===== src/charger_regs_pkg.sv =====
/*
  Shared constants and types for the charger control and status register bank:
  register offsets, field positions, reset values, timing counts, the charger
  phase enumeration and the packed carriers for sense pins and analog settings.
  Assumes a 40 MHz system clock and a register port behind the host serial slave.
*/
package charger_regs_pkg;

  // ****************************************************************
  // Register offsets
  // ****************************************************************
  localparam logic [7:0] CHARGE_LEVEL_OFFSET = 8'h21;
  localparam logic [7:0] PROTECTION_OFFSET = 8'h22;
  localparam logic [7:0] EVENT_FLAGS_OFFSET = 8'h24;
  localparam logic [7:0] EVENT_MASK_OFFSET = 8'h25;
  localparam logic [7:0] PHASE_STATE_OFFSET = 8'h26;

  // ****************************************************************
  // Field positions
  // ****************************************************************
  localparam int DONE_LEVEL_LSB = 4;
  localparam int CV_TARGET_LSB = 0;
  localparam int OV_THRESH_LSB = 6;
  localparam int AUTO_SHUTOFF_BIT = 5;
  localparam int RANGE_SELECT_BIT = 4;
  localparam int FAST_SETTING_LSB = 0;
  localparam int FAULT_BIT = 5;
  localparam int COMPLETE_BIT = 4;
  localparam int CV_PHASE_BIT = 3;
  localparam int FAST_PHASE_BIT = 2;
  localparam int PRE_PHASE_BIT = 1;
  localparam int IDLE_PHASE_BIT = 0;
  localparam int FAST_EXPIRED_BIT = 7;
  localparam int PRE_EXPIRED_BIT = 6;
  localparam int EVENT_COUNT = 6;

  // ****************************************************************
  // Reset values
  // ****************************************************************
  localparam logic [7:0] CHARGE_LEVEL_RESET = 8'h1a;
  localparam logic [7:0] PROTECTION_RESET = 8'hd5;
  localparam logic [5:0] EVENT_FLAGS_RESET = 6'h00;
  localparam logic [5:0] EVENT_MASK_RESET = 6'h00;

  // ****************************************************************
  // Timing
  // ****************************************************************
  localparam int CLK_PERIOD_NS = 25;
  localparam int NS_PER_SEC = 1000000000;
  localparam int CYCLES_PER_SEC = NS_PER_SEC / CLK_PERIOD_NS;
  localparam int SEC_PER_MIN = 60;
  localparam int SEC_PER_HOUR = 3600;
  localparam int PRECHARGE_LIMIT_MIN = 30;
  localparam int AUTO_STOP_LIMIT_MIN = 30;
  localparam int PRECHARGE_LIMIT_SEC = PRECHARGE_LIMIT_MIN * SEC_PER_MIN;
  localparam int AUTO_STOP_LIMIT_SEC = AUTO_STOP_LIMIT_MIN * SEC_PER_MIN;
  localparam int FAST_LIMIT_BASE_HOURS = 5;
  localparam logic [1:0] FAST_LIMIT_OFF = 2'b11;
  localparam int ELAPSED_WIDTH = 15;

  // ****************************************************************
  // Analog setting scales
  // ****************************************************************
  localparam int DONE_BASE_MA = 50;
  localparam int DONE_STEP_MA = 10;
  localparam int CV_BASE_MV = 4000;
  localparam int CV_STEP_MV = 20;
  localparam int CV_TOP_MV = 4350;
  localparam logic [3:0] CV_TOP_CODE = 4'hf;
  localparam int OV_BASE_MV = 6000;
  localparam int OV_STEP_MV = 500;
  localparam int FAST_BASE_MA = 200;
  localparam int FAST_STEP_MA = 50;
  localparam int LOW_RANGE_MA = 90;

  // ****************************************************************
  // Types
  // ****************************************************************
  typedef enum logic [2:0] {
    PH_IDLE, PH_PRE, PH_FAST, PH_CV, PH_DONE, PH_FAULT, PH_HALTED
  } phase_type;

  typedef struct packed {
    logic attached;
    logic above_precharge;
    logic cv_reached;
    logic fault;
  } sense_type;

  typedef struct packed {
    logic charge_on;
    logic cv_mode;
    logic [9:0] fast_ma;
    logic [7:0] done_ma;
    logic [12:0] cv_mv;
    logic [12:0] ov_limit_mv;
  } drive_type;

endpackage


===== src/battery_charger_control_status_regs.sv =====
/*
  Charger control and status register bank with the charger phase sequencer.
  Holds charge level and protection settings, clear-on-read event flags with masks,
  and the phase status with timer expiry bits. Assumes a byte register port driven
  by the host serial slave on the same clock, asynchronous analog sense pins, and
  the enable override and fast time limit fields supplied from the first control
  register elsewhere in the device.

*/
`timescale 1ns/1ps
module battery_charger_control_status_regs
  import charger_regs_pkg::*;
#(
  parameter int SEC_CYCLES = CYCLES_PER_SEC
) (
  // System
  input wire logic clk,
  input wire logic rst,
  // Register port
  input wire logic [7:0] reg_addr,
  input wire logic reg_wr,
  input wire logic reg_rd,
  input wire logic [7:0] reg_wdata,
  output logic [7:0] reg_rdata,
  // Fields held in the first control register
  input wire logic charger_enable_override,
  input wire logic [1:0] fast_time_limit,
  // Analog side
  input wire sense_type sense_pins,
  output drive_type drive,
  // Host interrupt
  output logic charger_irq
);

  // ****************************************************************
  // Declarations
  // ****************************************************************
  sense_type sense;
  logic sec_tick;
  logic [7:0] level_reg;
  logic [7:0] protect_reg;
  logic [5:0] flags_reg;
  logic [5:0] flags_next;
  logic [5:0] mask_reg;
  logic [1:0] expired_reg;
  logic [1:0] expired_next;
  phase_type state_reg;
  phase_type state_next;
  logic [ELAPSED_WIDTH-1:0] elapsed_reg;
  logic attached_prev_reg;
  logic override_prev_reg;
  logic [7:0] rdata_next;
  drive_type drive_next;

  // ****************************************************************
  // Helpers
  // ****************************************************************
  // Phase to flag/status bit pattern; halted counts as not charging
  function automatic logic [5:0] phase_bits(input phase_type ph);
    logic [5:0] bits;
    bits = 6'h00;
    unique case (ph)
      PH_IDLE, PH_HALTED: bits[IDLE_PHASE_BIT] = 1'b1;
      PH_PRE: bits[PRE_PHASE_BIT] = 1'b1;
      PH_FAST: bits[FAST_PHASE_BIT] = 1'b1;
      PH_CV: bits[CV_PHASE_BIT] = 1'b1;
      PH_DONE: bits[COMPLETE_BIT] = 1'b1;
      PH_FAULT: bits[FAULT_BIT] = 1'b1;
    endcase
    return bits;
  endfunction

  function automatic logic [ELAPSED_WIDTH-1:0] fast_limit_sec(input logic [1:0] code);
    return ELAPSED_WIDTH'((FAST_LIMIT_BASE_HOURS + int'(code)) * SEC_PER_HOUR);
  endfunction

  function automatic logic is_addr(input logic [7:0] a, input logic [7:0] off);
    return a == off;
  endfunction

  // ****************************************************************
  // Pin conditioning and time base
  // ****************************************************************
  pin_sync #(.WIDTH($bits(sense_type))) u_sync (
    .clk(clk),
    .rst(rst),
    .pin_in(sense_pins),
    .level_out(sense)
  );

  second_tick #(.CYCLES(SEC_CYCLES)) u_tick (
    .clk(clk),
    .rst(rst),
    .tick(sec_tick)
  );

  // ****************************************************************
  // Decode of register port and fields
  // ****************************************************************
  wire wr_level = reg_wr && is_addr(reg_addr, CHARGE_LEVEL_OFFSET);
  wire wr_protect = reg_wr && is_addr(reg_addr, PROTECTION_OFFSET);
  wire wr_mask = reg_wr && is_addr(reg_addr, EVENT_MASK_OFFSET);
  wire wr_status = reg_wr && is_addr(reg_addr, PHASE_STATE_OFFSET);
  wire rd_flags = reg_rd && is_addr(reg_addr, EVENT_FLAGS_OFFSET);
  wire [3:0] done_code = level_reg[DONE_LEVEL_LSB +: 4];
  wire [3:0] cv_code = level_reg[CV_TARGET_LSB +: 4];
  wire [1:0] ov_code = protect_reg[OV_THRESH_LSB +: 2];
  wire auto_shutoff_enable = protect_reg[AUTO_SHUTOFF_BIT];
  wire current_range_select = protect_reg[RANGE_SELECT_BIT];
  wire [3:0] fast_current_setting = protect_reg[FAST_SETTING_LSB +: 4];

  // ****************************************************************
  // Enable, resume and timer conditions
  // ****************************************************************
  wire charger_enabled = charger_enable_override | sense.attached;
  wire attach_rise = sense.attached && !attached_prev_reg;
  wire override_toggle = charger_enable_override != override_prev_reg;
  wire resume_event = attach_rise | override_toggle;
  wire pre_expired = elapsed_reg >= ELAPSED_WIDTH'(PRECHARGE_LIMIT_SEC);
  wire fast_expired = (fast_time_limit != FAST_LIMIT_OFF) &&
                      (elapsed_reg >= fast_limit_sec(fast_time_limit));
  wire stop_expired = elapsed_reg >= ELAPSED_WIDTH'(AUTO_STOP_LIMIT_SEC);
  wire phase_change = state_next != state_reg;
  wire [5:0] entry_bits = phase_change ? phase_bits(state_next) : 6'h00;
  wire [5:0] status_bits = phase_bits(state_reg);
  wire pre_halt_set = (state_reg == PH_PRE) && (state_next == PH_HALTED);
  wire fast_halt_set = (state_reg == PH_FAST) && (state_next == PH_HALTED);

  // ****************************************************************
  // Phase sequencer
  // ****************************************************************
  // A halted charger ignores enable and fault until an explicit resume
  always_comb begin
    state_next = state_reg;
    if (state_reg == PH_HALTED) begin
      if (resume_event) begin
        state_next = PH_IDLE;
      end
    end else if (!charger_enabled) begin
      state_next = PH_IDLE;
    end else if (sense.fault) begin
      state_next = PH_FAULT;
    end else begin
      unique case (state_reg)
        PH_IDLE: state_next = PH_PRE;
        PH_PRE: begin
          if (pre_expired) begin
            state_next = PH_HALTED;
          end else if (sense.above_precharge) begin
            state_next = PH_FAST;
          end
        end
        PH_FAST: begin
          if (fast_expired) begin
            state_next = PH_HALTED;
          end else if (sense.cv_reached) begin
            state_next = PH_CV;
          end
        end
        PH_CV: begin
          if (auto_shutoff_enable && stop_expired) begin
            state_next = PH_DONE;
          end
        end
        PH_DONE: state_next = PH_DONE;
        PH_FAULT: state_next = PH_IDLE;
        PH_HALTED: state_next = PH_HALTED;
      endcase
    end
  end

  // Phase timer restarts on every phase change, counts whole seconds
  always_ff @(posedge clk or posedge rst) begin
    if (rst) begin
      state_reg <= PH_IDLE;
      elapsed_reg <= '0;
    end else begin
      state_reg <= state_next;
      if (phase_change) begin
        elapsed_reg <= '0;
      end else if (sec_tick && !(&elapsed_reg)) begin
        elapsed_reg <= elapsed_reg + 1'b1;
      end
    end
  end

  // ****************************************************************
  // Flags, mask and expiry bits
  // ****************************************************************
  // Hardware set wins over a read clear in the same cycle
  assign flags_next = (flags_reg & ~(rd_flags ? 6'h3f : 6'h00)) | entry_bits;
  // Writing 0 clears an expiry bit; a new expiry in that cycle still lands
  assign expired_next = (expired_reg & (wr_status ?
                         reg_wdata[PRE_EXPIRED_BIT +: 2] : 2'b11)) | {fast_halt_set, pre_halt_set};

  always_ff @(posedge clk or posedge rst) begin
    if (rst) begin
      level_reg <= CHARGE_LEVEL_RESET;
      protect_reg <= PROTECTION_RESET;
      flags_reg <= EVENT_FLAGS_RESET;
      mask_reg <= EVENT_MASK_RESET;
      expired_reg <= 2'b00;
      attached_prev_reg <= 1'b0;
      override_prev_reg <= 1'b0;
    end else begin
      if (wr_level) begin
        level_reg <= reg_wdata;
      end
      if (wr_protect) begin
        protect_reg <= reg_wdata;
      end
      if (wr_mask) begin
        mask_reg <= reg_wdata[5:0];
      end
      flags_reg <= flags_next;
      expired_reg <= expired_next;
      attached_prev_reg <= sense.attached;
      override_prev_reg <= charger_enable_override;
    end
  end

  assign charger_irq = |(flags_reg & ~mask_reg);

  // ****************************************************************
  // Read data and analog settings
  // ****************************************************************
  // Unmapped offsets read as zero
  always_comb begin
    rdata_next = 8'h00;
    unique case (reg_addr)
      CHARGE_LEVEL_OFFSET: rdata_next = level_reg;
      PROTECTION_OFFSET: rdata_next = protect_reg;
      EVENT_FLAGS_OFFSET: rdata_next = {2'b00, flags_reg};
      EVENT_MASK_OFFSET: rdata_next = {2'b00, mask_reg};
      PHASE_STATE_OFFSET: rdata_next = {expired_reg, status_bits};
      default: rdata_next = 8'h00;
    endcase
  end

  always_comb begin
    drive_next.charge_on = (state_reg == PH_PRE) || (state_reg == PH_FAST) ||
                           (state_reg == PH_CV);
    drive_next.cv_mode = state_reg == PH_CV;
    drive_next.fast_ma = current_range_select ?
      10'(FAST_BASE_MA + FAST_STEP_MA * int'(fast_current_setting)) :
      10'(LOW_RANGE_MA);
    drive_next.done_ma = 8'(DONE_BASE_MA + DONE_STEP_MA * int'(done_code));
    drive_next.cv_mv = (cv_code == CV_TOP_CODE) ? 13'(CV_TOP_MV) :
      13'(CV_BASE_MV + CV_STEP_MV * int'(cv_code));
    drive_next.ov_limit_mv = 13'(OV_BASE_MV + OV_STEP_MV * int'(ov_code));
  end

  // Reads return data on the edge after the strobe
  always_ff @(posedge clk or posedge rst) begin
    if (rst) begin
      reg_rdata <= 8'h00;
      drive <= '0;
    end else begin
      if (reg_rd) begin
        reg_rdata <= rdata_next;
      end
      drive <= drive_next;
    end
  end
endmodule


===== src/pin_sync.sv =====
/*
  Three-stage synchroniser for a group of asynchronous pins.
  Assumes the pins are slow levels; a change is taken once stages two and three agree.
*/
`timescale 1ns/1ps
module pin_sync #(
  parameter int WIDTH = 4
) (
  // System
  input wire logic clk,
  input wire logic rst,
  // Pins and filtered result
  input wire logic [WIDTH-1:0] pin_in,
  output logic [WIDTH-1:0] level_out
);

  if (WIDTH < 1) begin : g_width_chk
    $error("pin_sync width must be at least one");
  end

  // ****************************************************************
  // One chain per pin
  // ****************************************************************
  for (genvar i = 0; i < WIDTH; i++) begin : g_bit
    logic first_reg;
    logic second_reg;
    logic third_reg;
    // First stage feeds only the second, to keep metastability contained
    always_ff @(posedge clk or posedge rst) begin
      if (rst) begin
        first_reg <= 1'b0;
        second_reg <= 1'b0;
        third_reg <= 1'b0;
        level_out[i] <= 1'b0;
      end else begin
        first_reg <= pin_in[i];
        second_reg <= first_reg;
        third_reg <= second_reg;
        if (second_reg == third_reg) begin
          level_out[i] <= third_reg;
        end
      end
    end
  end

endmodule


===== src/second_tick.sv =====
/*
  Free-running prescaler giving a one-cycle pulse once per second.
  Assumes the system clock; the period is a parameter so simulation can shorten it.
*/
`timescale 1ns/1ps
module second_tick #(
  parameter int CYCLES = 40000000
) (
  // System
  input wire logic clk,
  input wire logic rst,
  // Pulse out
  output logic tick
);

  if (CYCLES < 2) begin : g_cycles_chk
    $error("second_tick needs at least two cycles per tick");
  end

  logic [31:0] count_reg;
  logic [31:0] count_next;
  logic wrap;

  // ****************************************************************
  // Divider
  // ****************************************************************
  assign wrap = (count_reg == 32'(CYCLES - 1));
  assign count_next = wrap ? 32'h0000_0000 : count_reg + 32'h0000_0001;

  always_ff @(posedge clk or posedge rst) begin
    if (rst) begin
      count_reg <= 32'h0000_0000;
      tick <= 1'b0;
    end else begin
      count_reg <= count_next;
      tick <= wrap;
    end
  end

endmodule


===== config.mk =====
export PLATFORM = sky130hd
export DESIGN_NAME = battery_charger_control_status_regs
export DESIGN_NICKNAME = d
export VERILOG_FILES = /design/src/charger_regs_pkg.sv /design/src/battery_charger_control_status_regs.sv /design/src/pin_sync.sv /design/src/second_tick.sv
export SDC_FILE = /design/constraint.sdc
export NUM_CORES = 1
export LEC_CHECK = 0
export BUFFER_PORTS_ARGS = -buffer_cell sky130_fd_sc_hd__buf_2
export CELL_PAD_IN_SITES_DETAIL_PLACEMENT = 0
export CELL_PAD_IN_SITES_GLOBAL_PLACEMENT = 2
export CORE_MARGIN = 2
export CORE_UTILIZATION = 41
export DETAILED_ROUTE_END_ITERATION = 8
export HOLD_SLACK_MARGIN = 0.15
export PLACE_DENSITY = 0.86
export SLEW_MARGIN = 20
export SYNTH_ARGS = -nofsm -noshare
export SYNTH_HDL_FRONTEND = slang
export SYNTH_SLANG_ARGS = --single-unit

===== constraint.sdc =====
create_clock -name clk -period 6.47 [get_ports clk]
set_clock_uncertainty 0.15 [all_clocks]
set_input_delay 0.3235 -clock clk [delete_from_list [all_inputs] [get_ports clk]]
set_output_delay 0.3235 -clock clk [all_outputs]
set_load 0.005 [all_outputs]

* After elaboration in Yosys (flattened, before gate mapping)
Cells that the tools add are included.
** Word-level totals
- Register bits :: 153
- Memories :: 0
- RAM bits :: 0
- ROM bits :: 0
- Word-level logic and storage cells :: 136
- Output and inout port bits :: 55
- Latch bits :: 0
** Cells by class
- Equal/unequal tests :: 26
- Div/mod/pow operators :: 0
- Reductions and logical operators :: 22
- Bitwise gates (word level) :: 9
- Mux-type cells :: 31
- $mul :: 5
- Magnitude comparators :: 2
- Add/subtract/negate cells :: 7
- Shifts and indexed selects :: 0
** Operators with widths (count)
- 8-bit by 6-bit equality test with 1-bit output (second input constant) :: 5
- 8-bit case mux with 5 select lines :: 1
- 32-bit by 1-bit adder with 32-bit output (second input constant) :: 1
- 32-bit by 26-bit equality test with 1-bit output (second input constant) :: 1
- 32-bit two-way mux :: 1
- 15-bit two-way mux :: 2
- 3-bit two-way mux :: 9
- 3-bit equality test (second input constant) :: 6
- 3-bit case mux with 6 select lines :: 1
- 15-bit by 1-bit adder with 15-bit output (second input constant) :: 1
- 15-bit by 11-bit >= comparator with 1-bit output (second input constant) :: 1
- 15-bit >= comparator :: 1
- 15-bit AND reduction :: 1
- 3-bit by 4-bit multiplier with 7-bit output (first input constant) :: 2
- 12-bit by 9-bit adder with 13-bit output (first input constant) :: 1
- 13-bit by 11-bit adder with 13-bit output (first input constant) :: 1
- 13-bit two-way mux :: 1
- 6-bit bitwise AND :: 2
- 3-bit by 2-bit equality test with 1-bit output (second input constant) :: 4
- 1-bit two-way mux :: 12
- 6-bit two-way mux :: 2
- 6-bit NOT :: 2
- 1-bit logical AND :: 11
- 4-bit by 8-bit multiplier with 11-bit output (second input constant) :: 1
- 23 further kinds :: 32

* Depth between registers and ports, before layout
Gate-level depths: netlist (run 1).
- Word-level depth :: 14
- Mapped depth :: 13
- Gate-level depth less buffers :: 13

* Cells and area by module
From an unflattened synthesis (run 1), not the netlist that was laid out.
** Second synthesis, totals
- Cells, all modules :: 674
- Area total of the unflattened synthesis :: 7272.0 µm²
** By module, submodules not included
- battery_charger_control_status_regs :: area an instance 5152.4 µm², sequential area each 2412.3 µm², cells an instance 493, times used 1
- second_tick :: area an instance 1670.4 µm², sequential area each 825.8 µm², cells an instance 160, times used 1
- pin_sync :: area an instance 449.2 µm², sequential area each 400.4 µm², cells an instance 21, times used 1

* Worst setup path before layout (run 1)
Ideal clock, no wire load.
- Kind :: input to register
- Start :: input fast_time_limit[0]
- End :: register flags_reg[1]
- Data required time :: 6.198 ns
- Path slack :: 3.379 ns
- Cell stages on the path :: 11
- Arrival time :: 2.819 ns
- Path buffers :: 1
- Setup time :: 0.122 ns
- Cells stage by stage :: inv_1 > ha_1 > inv_1 > ha_1 > or3_1 > a31oi_1 > a211oi_1 > o31a_1 > or4_4 > buf_6 > a32o_1
** On the way
- Word-level cells in the longest chain between the ends :: 13
- Elaborated cells between the ends (all ways) :: 15
- Those cells by class :: add/sub: 1; mul: 1; order compare: 1; eq/ne: 3; mux: 7; bitwise: 1; reduce/logical: 1
** RTL lines
- from (decl) :: RTL line battery_charger_control_status_regs.sv:27 : input wire logic [1:0] fast_time_limit,
- 3-bit by 2-bit adder with 4-bit output :: RTL line battery_charger_control_status_regs.sv:74 : return ELAPSED_WIDTH'((FAST_LIMIT_BASE_HOURS + int'(code)) * SEC_PER_HOUR);
- 4-bit by 8-bit multiplier with 11-bit output :: RTL line battery_charger_control_status_regs.sv:74
- 15-bit >= comparator :: RTL line battery_charger_control_status_regs.sv:121 : (elapsed_reg >= fast_limit_sec(fast_time_limit));
- 1-bit logical AND * :: RTL line battery_charger_control_status_regs.sv:120 : wire fast_expired = (fast_time_limit != FAST_LIMIT_OFF) &&
- 3-bit two-way mux * :: RTL line battery_charger_control_status_regs.sv:154 : if (fast_expired) begin
- 3-bit case mux with 6 select lines * :: RTL line battery_charger_control_status_regs.sv:144 : unique case (state_reg)
- 3-bit two-way mux * :: RTL line battery_charger_control_status_regs.sv:141 : end else if (sense.fault) begin
- 3-bit two-way mux * :: RTL line battery_charger_control_status_regs.sv:139 : end else if (!charger_enabled) begin
- 3-bit two-way mux * :: RTL line battery_charger_control_status_regs.sv:135 : if (state_reg == PH_HALTED) begin
- 3-bit by 1-bit equality test with 1-bit output :: RTL line battery_charger_control_status_regs.sv:62 : unique case (ph)
- 1-bit two-way mux :: RTL line battery_charger_control_status_regs.sv:62
- 6-bit two-way mux * :: RTL line battery_charger_control_status_regs.sv:124 : wire [5:0] entry_bits = phase_change ? phase_bits(state_next) : 6'h00;
- 6-bit OR * :: RTL line battery_charger_control_status_regs.sv:191 : assign flags_next = (flags_reg & ~(rd_flags ? 6'h3f : 6'h00)) | entry_bits;
- named net flags_next[1] :: RTL line battery_charger_control_status_regs.sv:43 : logic [5:0] flags_next;
- to (signal assigned) :: RTL line battery_charger_control_status_regs.sv:215 : flags_reg <= flags_next;
- to (decl) :: RTL line battery_charger_control_status_regs.sv:42 : logic [5:0] flags_reg;
The timed path passes the listed nets; every way through them passes the cells marked *.
A chain may end at the register's enable or synchronous reset.

* Final worst setup path (run 1)
- Start :: input reg_addr[6]
- End :: register protect_reg[1]
** On the way
- Word-level cells in the longest chain between the ends :: 2
** RTL lines
- from (decl) :: RTL line battery_charger_control_status_regs.sv:20 : input wire logic [7:0] reg_addr,
- 8-bit by 6-bit equality test with 1-bit output :: RTL line battery_charger_control_status_regs.sv:78 : return a == off;
- 1-bit logical AND :: RTL line battery_charger_control_status_regs.sv:101 : wire wr_protect = reg_wr && is_addr(reg_addr, PROTECTION_OFFSET);
- to (signal assigned) :: RTL line battery_charger_control_status_regs.sv:210 : protect_reg <= reg_wdata;
- to (decl) :: RTL line battery_charger_control_status_regs.sv:41 : logic [7:0] protect_reg;
No other way between the ends.

==> results.py, run 1 <==
metrics = {
    "hold_path": {
        "whs_path_depth": 0,
        "hold_class": "flip-flop to flip-flop",
        "holdPathEnd": "u_sync.g_bit[1].second_reg",
        "min_from": "u_sync.g_bit[1].first_reg",
    },
    "timing": {
        "min_period_over_period_pct": 47.31,
        "rsz0062_at_grt": "no",
        "hold_viol_final": 0,
        "setup_tns_ns": 0,
        "fmax_ghz": 0.3267,
        "worst_slack_ns": 3.409,
        "period_needed_ns": 3.061,
        "worstMarginPinSlew_ns": 0.9341,
        "report.final.slew_viol_count": 0,
        "relSlewSlack_pct": 36.94,
        "setup_viol": 0,
    },
    "setup_path": {
        "crit_arrival_ns": 3.21,
        "path_cells": "dlygate4sd3_1, buf_2, or4_1, nor4b_2, nand2_1, mux2_2",
        "endpoint_kind": "flip-flop",
        "cp.required_ns": 6.62,
        "reg2reg_slack_ns": 3.48,
        "critPathLaunchType": "input pin",
        "crit_family": "simple AND/OR/NAND/NOR gates",
        "r2r-start": "state_reg[1]",
        "max_stage_delay_ns": 0.80,
        "crit_fanout": 9,
        "slowest_stage": "nor4b_2",
        "worstPathBufferInverterCount": 2,
        "r2r-end": "flags_reg[0]",
        "r2r_cells": 6,
        "path_class": "input pin to flip-flop",
    },
    "route": {
        "drc": 0,
        "vias_per_cell": 5.134,
        "drt_wl_total_um": 14520,
        "wire_per_inst_um": 14.81,
        "vias": 5031,
        "drt-pass1-iter-count": 4,
        "ant_nets": 0,
        "first_iter_violations": 379,
    },
    "pwr": {
        "power.density_nw_per_um2": 264.7,
        "leakage_nw": 3.893,
        "total_power_mw": 2.228,
        "ir_drop_mv": 0.2008,
    },
    "synthesis": {
        "ys_ff_latch": 145,
        "syn_inst": 647,
        "async_flop_share_pct": 100.0,
        "synth_edf_count": 0,
        "avgSynthCellArea_sq_um": 10.94,
        "synth-main-ff-cell": "dfrtp_1",
        "syn_area_sq_um": 7078,
        "synth_warnings": 0,
        "ys_types": 60,
        "seq_area_frac_synth_pct": 51.41,
    },
    "clock_tree": {
        "post_cts_buffers": 0,
        "cts_root_buf": "clkbuf_16",
        "numCtsBuffers": 17,
        "cts.path.max_buffers": 2,
        "htree_levels": 4,
        "clkLatencyLatePin_ns": 0.41,
        "post_cts_resized": 0,
        "clkSlewWorstSetupHoldPaths_ns": 0.06,
        "cts_sinks": 145,
        "hold_buffers": 18,
        "cts_tree": "built",
    },
    "floorplanning": {
        "die_area_sq_um": 18330,
        "std_cell_rows": 48,
        "dieHeight_um": 135.4,
        "start_util_pct": 41.50,
        "core_sq_um": 17060,
        "ioPinCount": 82,
        "die_width_um": 135.4,
    },
    "grt": {
        "grt_pass1_wl_um": 24670,
        "grt-ovfl-total": 0,
        "antenna_found_initial": 0,
        "grt_max_degree": 82,
        "grt_pass1_vias": 5002,
        "grt_usage_pct": 16.79,
    },
    "flow_run": {
        "max_cap_violations": 0,
    },
    "run_status": {
        "status": "finished clean",
    },
    "placed_design": {
        "dp.cells": 931,
        "place_ws_ns": 3.040,
        "dpl.hpwl_um": 10630,
        "portBuffers": 75,
        "globalplace.congestion": 0.8493,
    },
    "finish": {
        "seq_area_sq_um": 3638,
        "area_growth_pct": 18.90,
        "largest_reg_flops": 38,
        "fin_cells": 980,
        "layout-drive-gt1-share_pct": 20.40,
        "insertedDiodeCount": 0,
        "fin_nets": 814,
        "multi_input_area_sq_um": 3182,
        "final.fill_count": 1554,
    },
}
[kinds of logic (layout without fill, tap and decap cells)]
logic type	after synthesis	in the layout	synth area share [%]
and+or+nand+nor	215	215	15.77
DFF	145	145	51.41
AOI/OAI and AO/OA	92	92	8.839
buffers and inverters	61	163	3.960
xor gates and xnor gates	59	59	7.301
adders and majority gates	48	48	8.662
muxes	25	25	3.960
other	2	8	0.1061
[cells in the final DEF (no fill, tap or decap), types with 8 or more instances in the layout]
master         netlist  layout
nand2_1             41      41
and3_1              11      11
nor3_1              11      11
dfstp_2              8       8
and2_1               8       8
ha_1                41      41
conb_1               2       8
clkbuf_16            0      17
nand3_1             27      27
nand4_1             10      10
buf_2                2      75
a22oi_1             12      12
dlygate4sd3_1        0      18
o21ai_0             13      13
mux2_2              24      24
a21oi_1             17      17
xnor2_1             32      32
nor2_1              58      58
xor2_1              27      27
a31oi_1             13      13
inv_1               36      35
dfrtp_1            137     137
[cell type report]
type | count | area share, %
Clock inverter | 11 | 1.531
Sequential cell | 145 | 43.24
Timing Repair Buffer | 96 | 6.869
Multi-Input combinational cell | 447 | 37.81
Tap cell | 225 | 3.345
Clock buffer | 20 | 5.546
Inverter | 36 | 1.665
[power by group]
| part | switching, mW | leakage (nW) | total, mW | internal [mW] |
|---|---|---|---|---|
| Combinational | 0.140 | 1.79 | 0.246 | 0.106 |
| Sequential | 0.0423 | 1.81 | 0.999 | 0.957 |
| Clock | 0.383 | 0.289 | 0.982 | 0.600 |
[metal layers]
| layer | GRT usage (%) | routed length [um] | share of wire (%) | vias to the layer above |
|---|---|---|---|---|
| li1 | - | - | - | 2443 |
| met1 | 21.81 | 6692 | 46 | 2480 |
| met2 | 28.29 | 7116 | 49 | 93 |
| met3 | 3.404 | 512 | 3.5 | 15 |
| met4 | 5.382 | 193 | 1.3 | 0 |
| met5 | 0 | 0 | 0 | - |
[worst max-delay path by stage]
stage,startpoint,slack (ns),depth (start not counted),endpoint
final,reg_addr[6],3.41,6,protect_reg[1]
after global routing,reg_addr[6],3.24,6,level_reg[7]
after CTS,reg_addr[6],3.43,6,protect_reg[1]
after detailed placement,fast_time_limit[0],3.04,11,flags_reg[1]
after global placement,fast_time_limit[0],3.08,11,flags_reg[1]
after floorplan,rst,2.12,1,attached_prev_reg
[synth_stat cells, types with 6 or more instances]
cell type | n | area [sq um]
a21oi_1 | 17 | 85.08
a22oi_1 | 12 | 90.09
a31oi_1 | 13 | 81.33
a32o_1 | 7 | 70.07
and2_1 | 8 | 50.05
and3_1 | 11 | 68.82
buf_4 | 11 | 82.58
clkbuf_1 | 10 | 37.54
dfrtp_1 | 137 | 3428
dfstp_2 | 8 | 210.2
ha_1 | 41 | 513.0
inv_1 | 36 | 135.1
mux2_2 | 24 | 270.3
nand2_1 | 41 | 153.9
nand2b_1 | 7 | 43.79
nand3_1 | 27 | 135.1
nand4_1 | 10 | 62.56
nor2_1 | 58 | 217.7
nor2b_1 | 6 | 37.54
nor3_1 | 11 | 55.05
o21ai_0 | 13 | 65.06
xnor2_1 | 32 | 280.3
xor2_1 | 27 | 236.5
[per-stage QoR]
| step | hold WS [ns] | utilization (%) | area (sq um) |
|---|---|---|---|
| finish | 0.1968 | 49.34 | 8416 |
| global route | 0.2141 | 49.34 | 8416 |
| CTS | 0.1830 | 49.34 | 8416 |
| detailed placement | 0.1847 | 44.79 | 7640 |
| global placement | 0.1866 | 44.79 | 7640 |
| floorplan | 0.1812 | - | 7101 |
Power figures use the tool's default switching activity.
==> inputs of run 2 (changes only) <==
--- a/config.mk
+++ b/config.mk
@@ -5,14 +5,15 @@
 export SDC_FILE = /design/constraint.sdc
 export NUM_CORES = 1
 export LEC_CHECK = 0
+export ABC_AREA = 1
 export BUFFER_PORTS_ARGS = -buffer_cell sky130_fd_sc_hd__buf_2
 export CELL_PAD_IN_SITES_DETAIL_PLACEMENT = 0
 export CELL_PAD_IN_SITES_GLOBAL_PLACEMENT = 2
 export CORE_MARGIN = 2
-export CORE_UTILIZATION = 41
+export CORE_UTILIZATION = 33
 export DETAILED_ROUTE_END_ITERATION = 8
 export HOLD_SLACK_MARGIN = 0.15
-export PLACE_DENSITY = 0.86
+export PLACE_DENSITY = 0.78
 export SLEW_MARGIN = 20
 export SYNTH_ARGS = -nofsm -noshare
 export SYNTH_HDL_FRONTEND = slang
==> constraint.sdc (replaced) <==
create_clock -name clk -period 2.6 [get_ports clk]
set_clock_uncertainty 0.15 [all_clocks]
set_input_delay 0.13 -clock clk [delete_from_list [all_inputs] [get_ports clk]]
set_output_delay 0.13 -clock clk [all_outputs]
set_load 0.005 [all_outputs]
==> run 2 against run 1 <==
  * Flip-flop and latch count unchanged
  * Register-to-register slack got worse by 3.3 ns
  * Design area is 10% higher
  * Sequential power rose by 150%
  * Total power grew to 2.5 times the previous value
  * Area after synthesis is 7.7% higher
  * Combinational power grew to 2.9 times the previous value
  * Largest power group unchanged
==> results.py, run 2 <==
metrics = {
    "setup_path": {
        "critPathLaunchType": "flip-flop",
        "crit_fanout": 6,
        "crit_arrival_ns": 2.57,
        "endpoint_kind": "flip-flop",
        "cp.required_ns": 2.77,
        "path_class": "flip-flop to flip-flop",
    },
    "grt": {
        "met1_usage_pct": 20.86,
        "antenna_found_initial": 0,
        "grt_max_degree": 109,
        "grt_use_met3_pct": 2.611,
        "grt-ovfl-total": 0,
        "met2_usage_pct": 23.96,
        "grt_pass1_vias": 5702,
        "grt_pass1_wl_um": 29010,
        "grt_usage_pct": 15.10,
        "busiest_layer": "met2",
    },
    "synthesis": {
        "avgSynthCellArea_sq_um": 8.977,
        "synth_edf_count": 0,
        "synth_commonest_cells": "145 x nand2_1, 137 x dfrtp_1, 129 x inv_1",
        "synth_warnings": 0,
        "ys_ff_latch": 145,
        "yosys.area.top_type": "dfrtp_1",
        "syn_area_sq_um": 7621,
        "syn_inst": 849,
        "async_flop_share_pct": 100.0,
        "synth_top_cells_by_area": "dfrtp_1 45%, nand2_1 7.1%, ha_1 6.7%",
        "ys_types": 49,
        "synth_top_cell_area_share_pct": 44.98,
        "synth.most_common_cell": "nand2_1",
        "seq_area_frac_synth_pct": 47.74,
        "synth-main-ff-cell": "dfrtp_1",
    },
    "finish": {
        "multi_input_area_sq_um": 3381,
        "fin_nets": 1044,
        "final.fill_count": 2292,
        "layout_common_cells": "145 x nand2_1, 136 x dfrtp_1, 128 x inv_1",
        "layout-drive-gt1-share_pct": 21.20,
        "fin_cells": 1271,
        "area_growth_pct": 21.44,
        "layout_commonest_cell": "nand2_1",
        "insertedDiodeCount": 0,
        "largest_reg_flops": 38,
        "post-route-util_pct": 40.88,
        "seq_area_sq_um": 3640,
    },
    "timing": {
        "min_period_over_period_pct": 92.59,
        "hold_viol_final": 0,
        "rsz0062_at_grt": "no",
        "relSlewSlack_pct": 59.19,
        "fmax_ghz": 0.4154,
        "hold_ws_ns": 0.1766,
        "report.final.slew_viol_count": 0,
        "worstMarginPinSlew_ns": 0.6122,
        "period_needed_ns": 2.407,
        "setup_viol": 0,
    },
    "route": {
        "first_iter_violations": 278,
        "drt_wl_total_um": 17290,
        "vias": 5867,
        "vias_per_cell": 4.616,
        "drc": 0,
        "ant_nets": 0,
        "wire_per_inst_um": 13.61,
        "drt-pass1-iter-count": 5,
    },
    "pwr": {
        "ir_drop_mv": 0.3856,
        "leakage_nw": 4.490,
        "power.density_nw_per_um2": 602.5,
    },
    "floorplanning": {
        "core_sq_um": 22640,
        "dieHeight_um": 156.0,
        "std_cell_rows": 55,
        "ioPinCount": 82,
        "die_area_sq_um": 24330,
        "die_width_um": 156.0,
        "start_util_pct": 33.66,
    },
    "clock_tree": {
        "clkSlewWorstSetupHoldPaths_ns": 0.07,
        "clkLatencyLatePin_ns": 0.43,
        "cts_root_buf": "clkbuf_16",
        "cts.path.max_buffers": 2,
        "htree_levels": 4,
        "cts_sinks": 145,
        "numCtsBuffers": 17,
        "cts_tree": "built",
    },
    "placed_design": {
        "dp.cells": 1216,
        "dpl.hpwl_um": 12910,
        "portBuffers": 75,
        "globalplace.congestion": 0.8255,
    },
    "hold_path": {
        "hold_class": "input pin to flip-flop",
    },
    "run_status": {
        "status": "finished clean",
    },
    "flow_run": {
        "max_cap_violations": 0,
    },
}
[run 2: final cells by class]
type	instances	share of cell area (%)
sequential	145	39.33
multi-input combinational	554	36.53
timing repair buffer	117	8.463
inverter	138	5.637
clock buffer	18	4.637
tap	285	3.853
clock inverter	14	1.555
[run 2: timing repair]
| item | CTS | global route |
|---|---|---|
| resized for setup | 0 | 3 |
| hold buffers | 22 | 0 |
| setup endpoints to repair | 0 | 17 |
| buffers inserted | 0 | 1 |
| endpoints found under the hold margin | 189 | 0 |
[run 2: metal layers]
metal | vias up | wire (um) | part of all wire, %
met4 | 0 | 255 | 1.5
met3 | 20 | 708 | 4.1
met2 | 124 | 7939 | 46
li1 | 3011 | - | -
met5 | - | 0 | 0
met1 | 2712 | 8389 | 49
[run 2: stage by stage]
stage / total power [mW] / area (sq um) / setup slack (ns) / TNS, ns
5_1_grt: 5.870 / 9255 / 0.009915 / 0
6_report: 5.577 / 9255 / 0.1926 / 0
3_3_place_gp: 3.193 / 8436 / -0.01538 / -0.1072
4_1_cts: 5.666 / 9229 / 0.1838 / 0
3_5_place_dp: 3.196 / 8436 / -0.1043 / -1.375
2_1_floorplan: 2.972 / 7647 / 0.2493 / 0
[run 2: kinds of logic after synthesis]
logic type / after synthesis / share of synthesized area [%]
other cells: 2 / 0.09854
simple gates: 360 / 23.41
compound gates: 100 / 7.913
flops: 145 / 47.74
xor+xnor: 38 / 4.367
buf+inv: 156 / 8.422
fa+ha+maj: 48 / 8.045
[run 2: worst max-delay path, stage by stage (launching register included)]
cell     delay [ns]
dfstp_2        0.60
ha_1           0.25
ha_1           0.22
fa_1           0.48
ha_1           0.30
or2_2          0.29
[run 2: worst paths after layout]
check | slack (ns) | to | cells past startpoint | from
max | 0.19 | drive[19] | 5 | level_reg[3]
min | 0.18 | flags_reg[0] | 6 | reg_addr[1]
max reg2reg | 0.19 | drive[19] | 5 | level_reg[3]
min reg2reg | 0.20 | u_sync.g_bit[3].second_reg | 0 | u_sync.g_bit[3].first_reg
max in group asynchronous | 1.54 | elapsed_reg[12] | 4 | rst
min in group asynchronous | 0.25 | u_tick.count_reg[14] | 4 | rst
[run 2: power breakdown]
group          total, mW  internal (mW)  leakage [nW]  switching, mW
Combinational      0.711          0.278          2.41          0.433
Clock               2.41           1.35         0.274           1.06
Sequential          2.46           2.37          1.81         0.0879
Total               5.58           4.00          4.49           1.58
==> inputs of run 3 (changes only) <==
--- a/config.mk
+++ b/config.mk
@@ -14,6 +14,7 @@
 export DETAILED_ROUTE_END_ITERATION = 8
 export HOLD_SLACK_MARGIN = 0.15
 export PLACE_DENSITY = 0.78
+export REMOVE_ABC_BUFFERS = 1
 export SLEW_MARGIN = 20
 export SYNTH_ARGS = -nofsm -noshare
 export SYNTH_HDL_FRONTEND = slang
==> run 3 against run 2 <==
  * Total power grew 3.6%
  * Wire length grew 1.4%
  * Sequential share of layout area shrank 0.37 points
  * Setup slack gained 0.020 ns
  * Sequential power is essentially flat
  * Combinational power grew 3.0%
  * Fmax grew 0.85%
  * Largest cell class unchanged
  * Largest power group is now the clock network
==> results.py, run 3 (synthesis results as in run 2) <==
metrics = {
    "clock_tree": {
        "cts_root_buf": "clkbuf_16",
        "cts.path.max_buffers": 2,
        "post_cts_buffers": 0,
        "htree_levels": 4,
        "numCtsBuffers": 17,
        "clkLatencyLatePin_ns": 0.42,
        "cts_tree": "built",
        "cts_sinks": 145,
        "clkSlewWorstSetupHoldPaths_ns": 0.06,
    },
    "finish": {
        "largest_reg_flops": 38,
        "layout_common_cells": "145 x nand2_1, 136 x dfrtp_1, 128 x inv_1",
        "area_growth_pct": 22.59,
        "fin_cells": 1274,
        "fin_nets": 1047,
        "insertedDiodeCount": 0,
        "layout_commonest_cell": "nand2_1",
        "layout-drive-gt1-share_pct": 21.13,
    },
    "timing": {
        "hold_viol_final": 0,
        "fmax_ghz": 0.4189,
        "rsz0062_at_grt": "no",
        "worstMarginPinSlew_ns": 0.5154,
        "setup_tns_ns": 0,
        "period_needed_ns": 2.387,
        "relSlewSlack_pct": 65.56,
        "report.final.slew_viol_count": 0,
        "setup_viol": 0,
        "min_period_over_period_pct": 91.81,
    },
    "floorplanning": {
        "core_sq_um": 22640,
        "start_util_pct": 33.66,
        "die_area_sq_um": 24330,
        "die_width_um": 156.0,
        "ioPinCount": 82,
        "dieHeight_um": 156.0,
        "std_cell_rows": 55,
    },
    "setup_path": {
        "crit_fanout": 5,
        "path_class": "flip-flop to flip-flop",
        "reg2reg_slack_ns": 0.21,
        "critPathLaunchType": "flip-flop",
        "cp.required_ns": 2.76,
        "endpoint_kind": "flip-flop",
        "r2r-end": "drive[19]",
        "crit_arrival_ns": 2.54,
        "r2r_cells": 5,
        "cp-startpoint": "level_reg[1]",
        "r2r-start": "level_reg[1]",
    },
    "grt": {
        "grt_usage_pct": 15.36,
        "grt_pass1_wl_um": 29730,
        "grt_use_met3_pct": 2.722,
        "antenna_found_initial": 0,
        "grt_max_degree": 51,
        "met1_usage_pct": 21.17,
        "busiest_layer": "met2",
        "met2_usage_pct": 24.78,
        "grt-ovfl-total": 0,
        "grt_pass1_vias": 5872,
    },
    "route": {
        "ant_nets": 0,
        "vias_per_cell": 4.563,
        "drt_wl_total_um": 17540,
        "drt-pass1-iter-count": 4,
        "vias": 5813,
        "drc": 0,
        "wire_per_inst_um": 13.77,
        "first_iter_violations": 230,
    },
    "placed_design": {
        "globalplace.congestion": 0.7818,
        "dpl.hpwl_um": 13320,
        "dp.cells": 1218,
        "portBuffers": 75,
    },
    "hold_path": {
        "holdPathEnd": "u_sync.g_bit[0].first_reg",
        "hold_class": "input pin to flip-flop",
        "whs_path_depth": 2,
        "min_from": "sense_pins[0]",
    },
    "pwr": {
        "power.density_nw_per_um2": 618.5,
        "ir_drop_mv": 0.3773,
        "leakage_nw": 4.541,
    },
    "flow_run": {
        "max_cap_violations": 0,
    },
    "run_status": {
        "status": "finished clean",
    },
}
==> run 3: final cells by class <==
cell class	count	area, sq um
multi-input combinational	554	3381
inverter	138	523.0
clock inverter	12	182.7
clock buffer	20	436.7
fill	2267	13300
timing repair buffer	120	823.3
sequential	145	3640
tap	285	356.6
==> run 3: worst max-delay path, stage by stage (launching register included) <==
cell     delay, ns
dfstp_2       0.58
ha_1          0.24
ha_1          0.22
fa_1          0.49
ha_1          0.31
or2_2         0.29
==> run 3: per-stage QoR <==
step | cell area, sq um | total power, mW | hold WS [ns] | util [%] | worst slack (ns)
6_report | 9343 | 5.779 | 0.1918 | 41.27 | 0.2130
5_1_grt | 9343 | 6.061 | 0.1835 | 41.27 | 0.001723
4_1_cts | 9324 | 5.853 | 0.1744 | 41.18 | 0.1672
3_5_place_dp | 8464 | 3.204 | 0.05783 | 37.39 | -0.05337
3_3_place_gp | 8464 | 3.201 | 0.05278 | 37.39 | -0.01078
2_1_floorplan | 7520 | 2.911 | 0.01143 | - | -1.561
==> run 3: worst max path at each step <==
stage / to / cells after the start
2_1_floorplan: attached_prev_reg / 1
3_3_place_gp: elapsed_reg[1] / 19
3_5_place_dp: elapsed_reg[1] / 19
4_1_cts: drive[43] / 10
5_1_grt: elapsed_reg[8] / 15
6_report: drive[19] / 5
==> run 3: timing repair <==
item	CTS	global route
hold buffers	24	0
endpoints found under the setup margin	0	17
hold endpoints to repair	185	0
resized for setup	0	4
==> run 3: power by group <==
part,internal (mW),switching [mW],total [mW]
sequential,2.37,0.0846,2.46
combinational,0.287,0.446,0.732
clock,1.62,0.974,2.59
==> run 3: layer usage <==
layer  wire length, um  up-vias
li1                  -     3008
met1              8794     2694
met2              8063       98
met3               499       13
met4               184        0
met5                 0        -
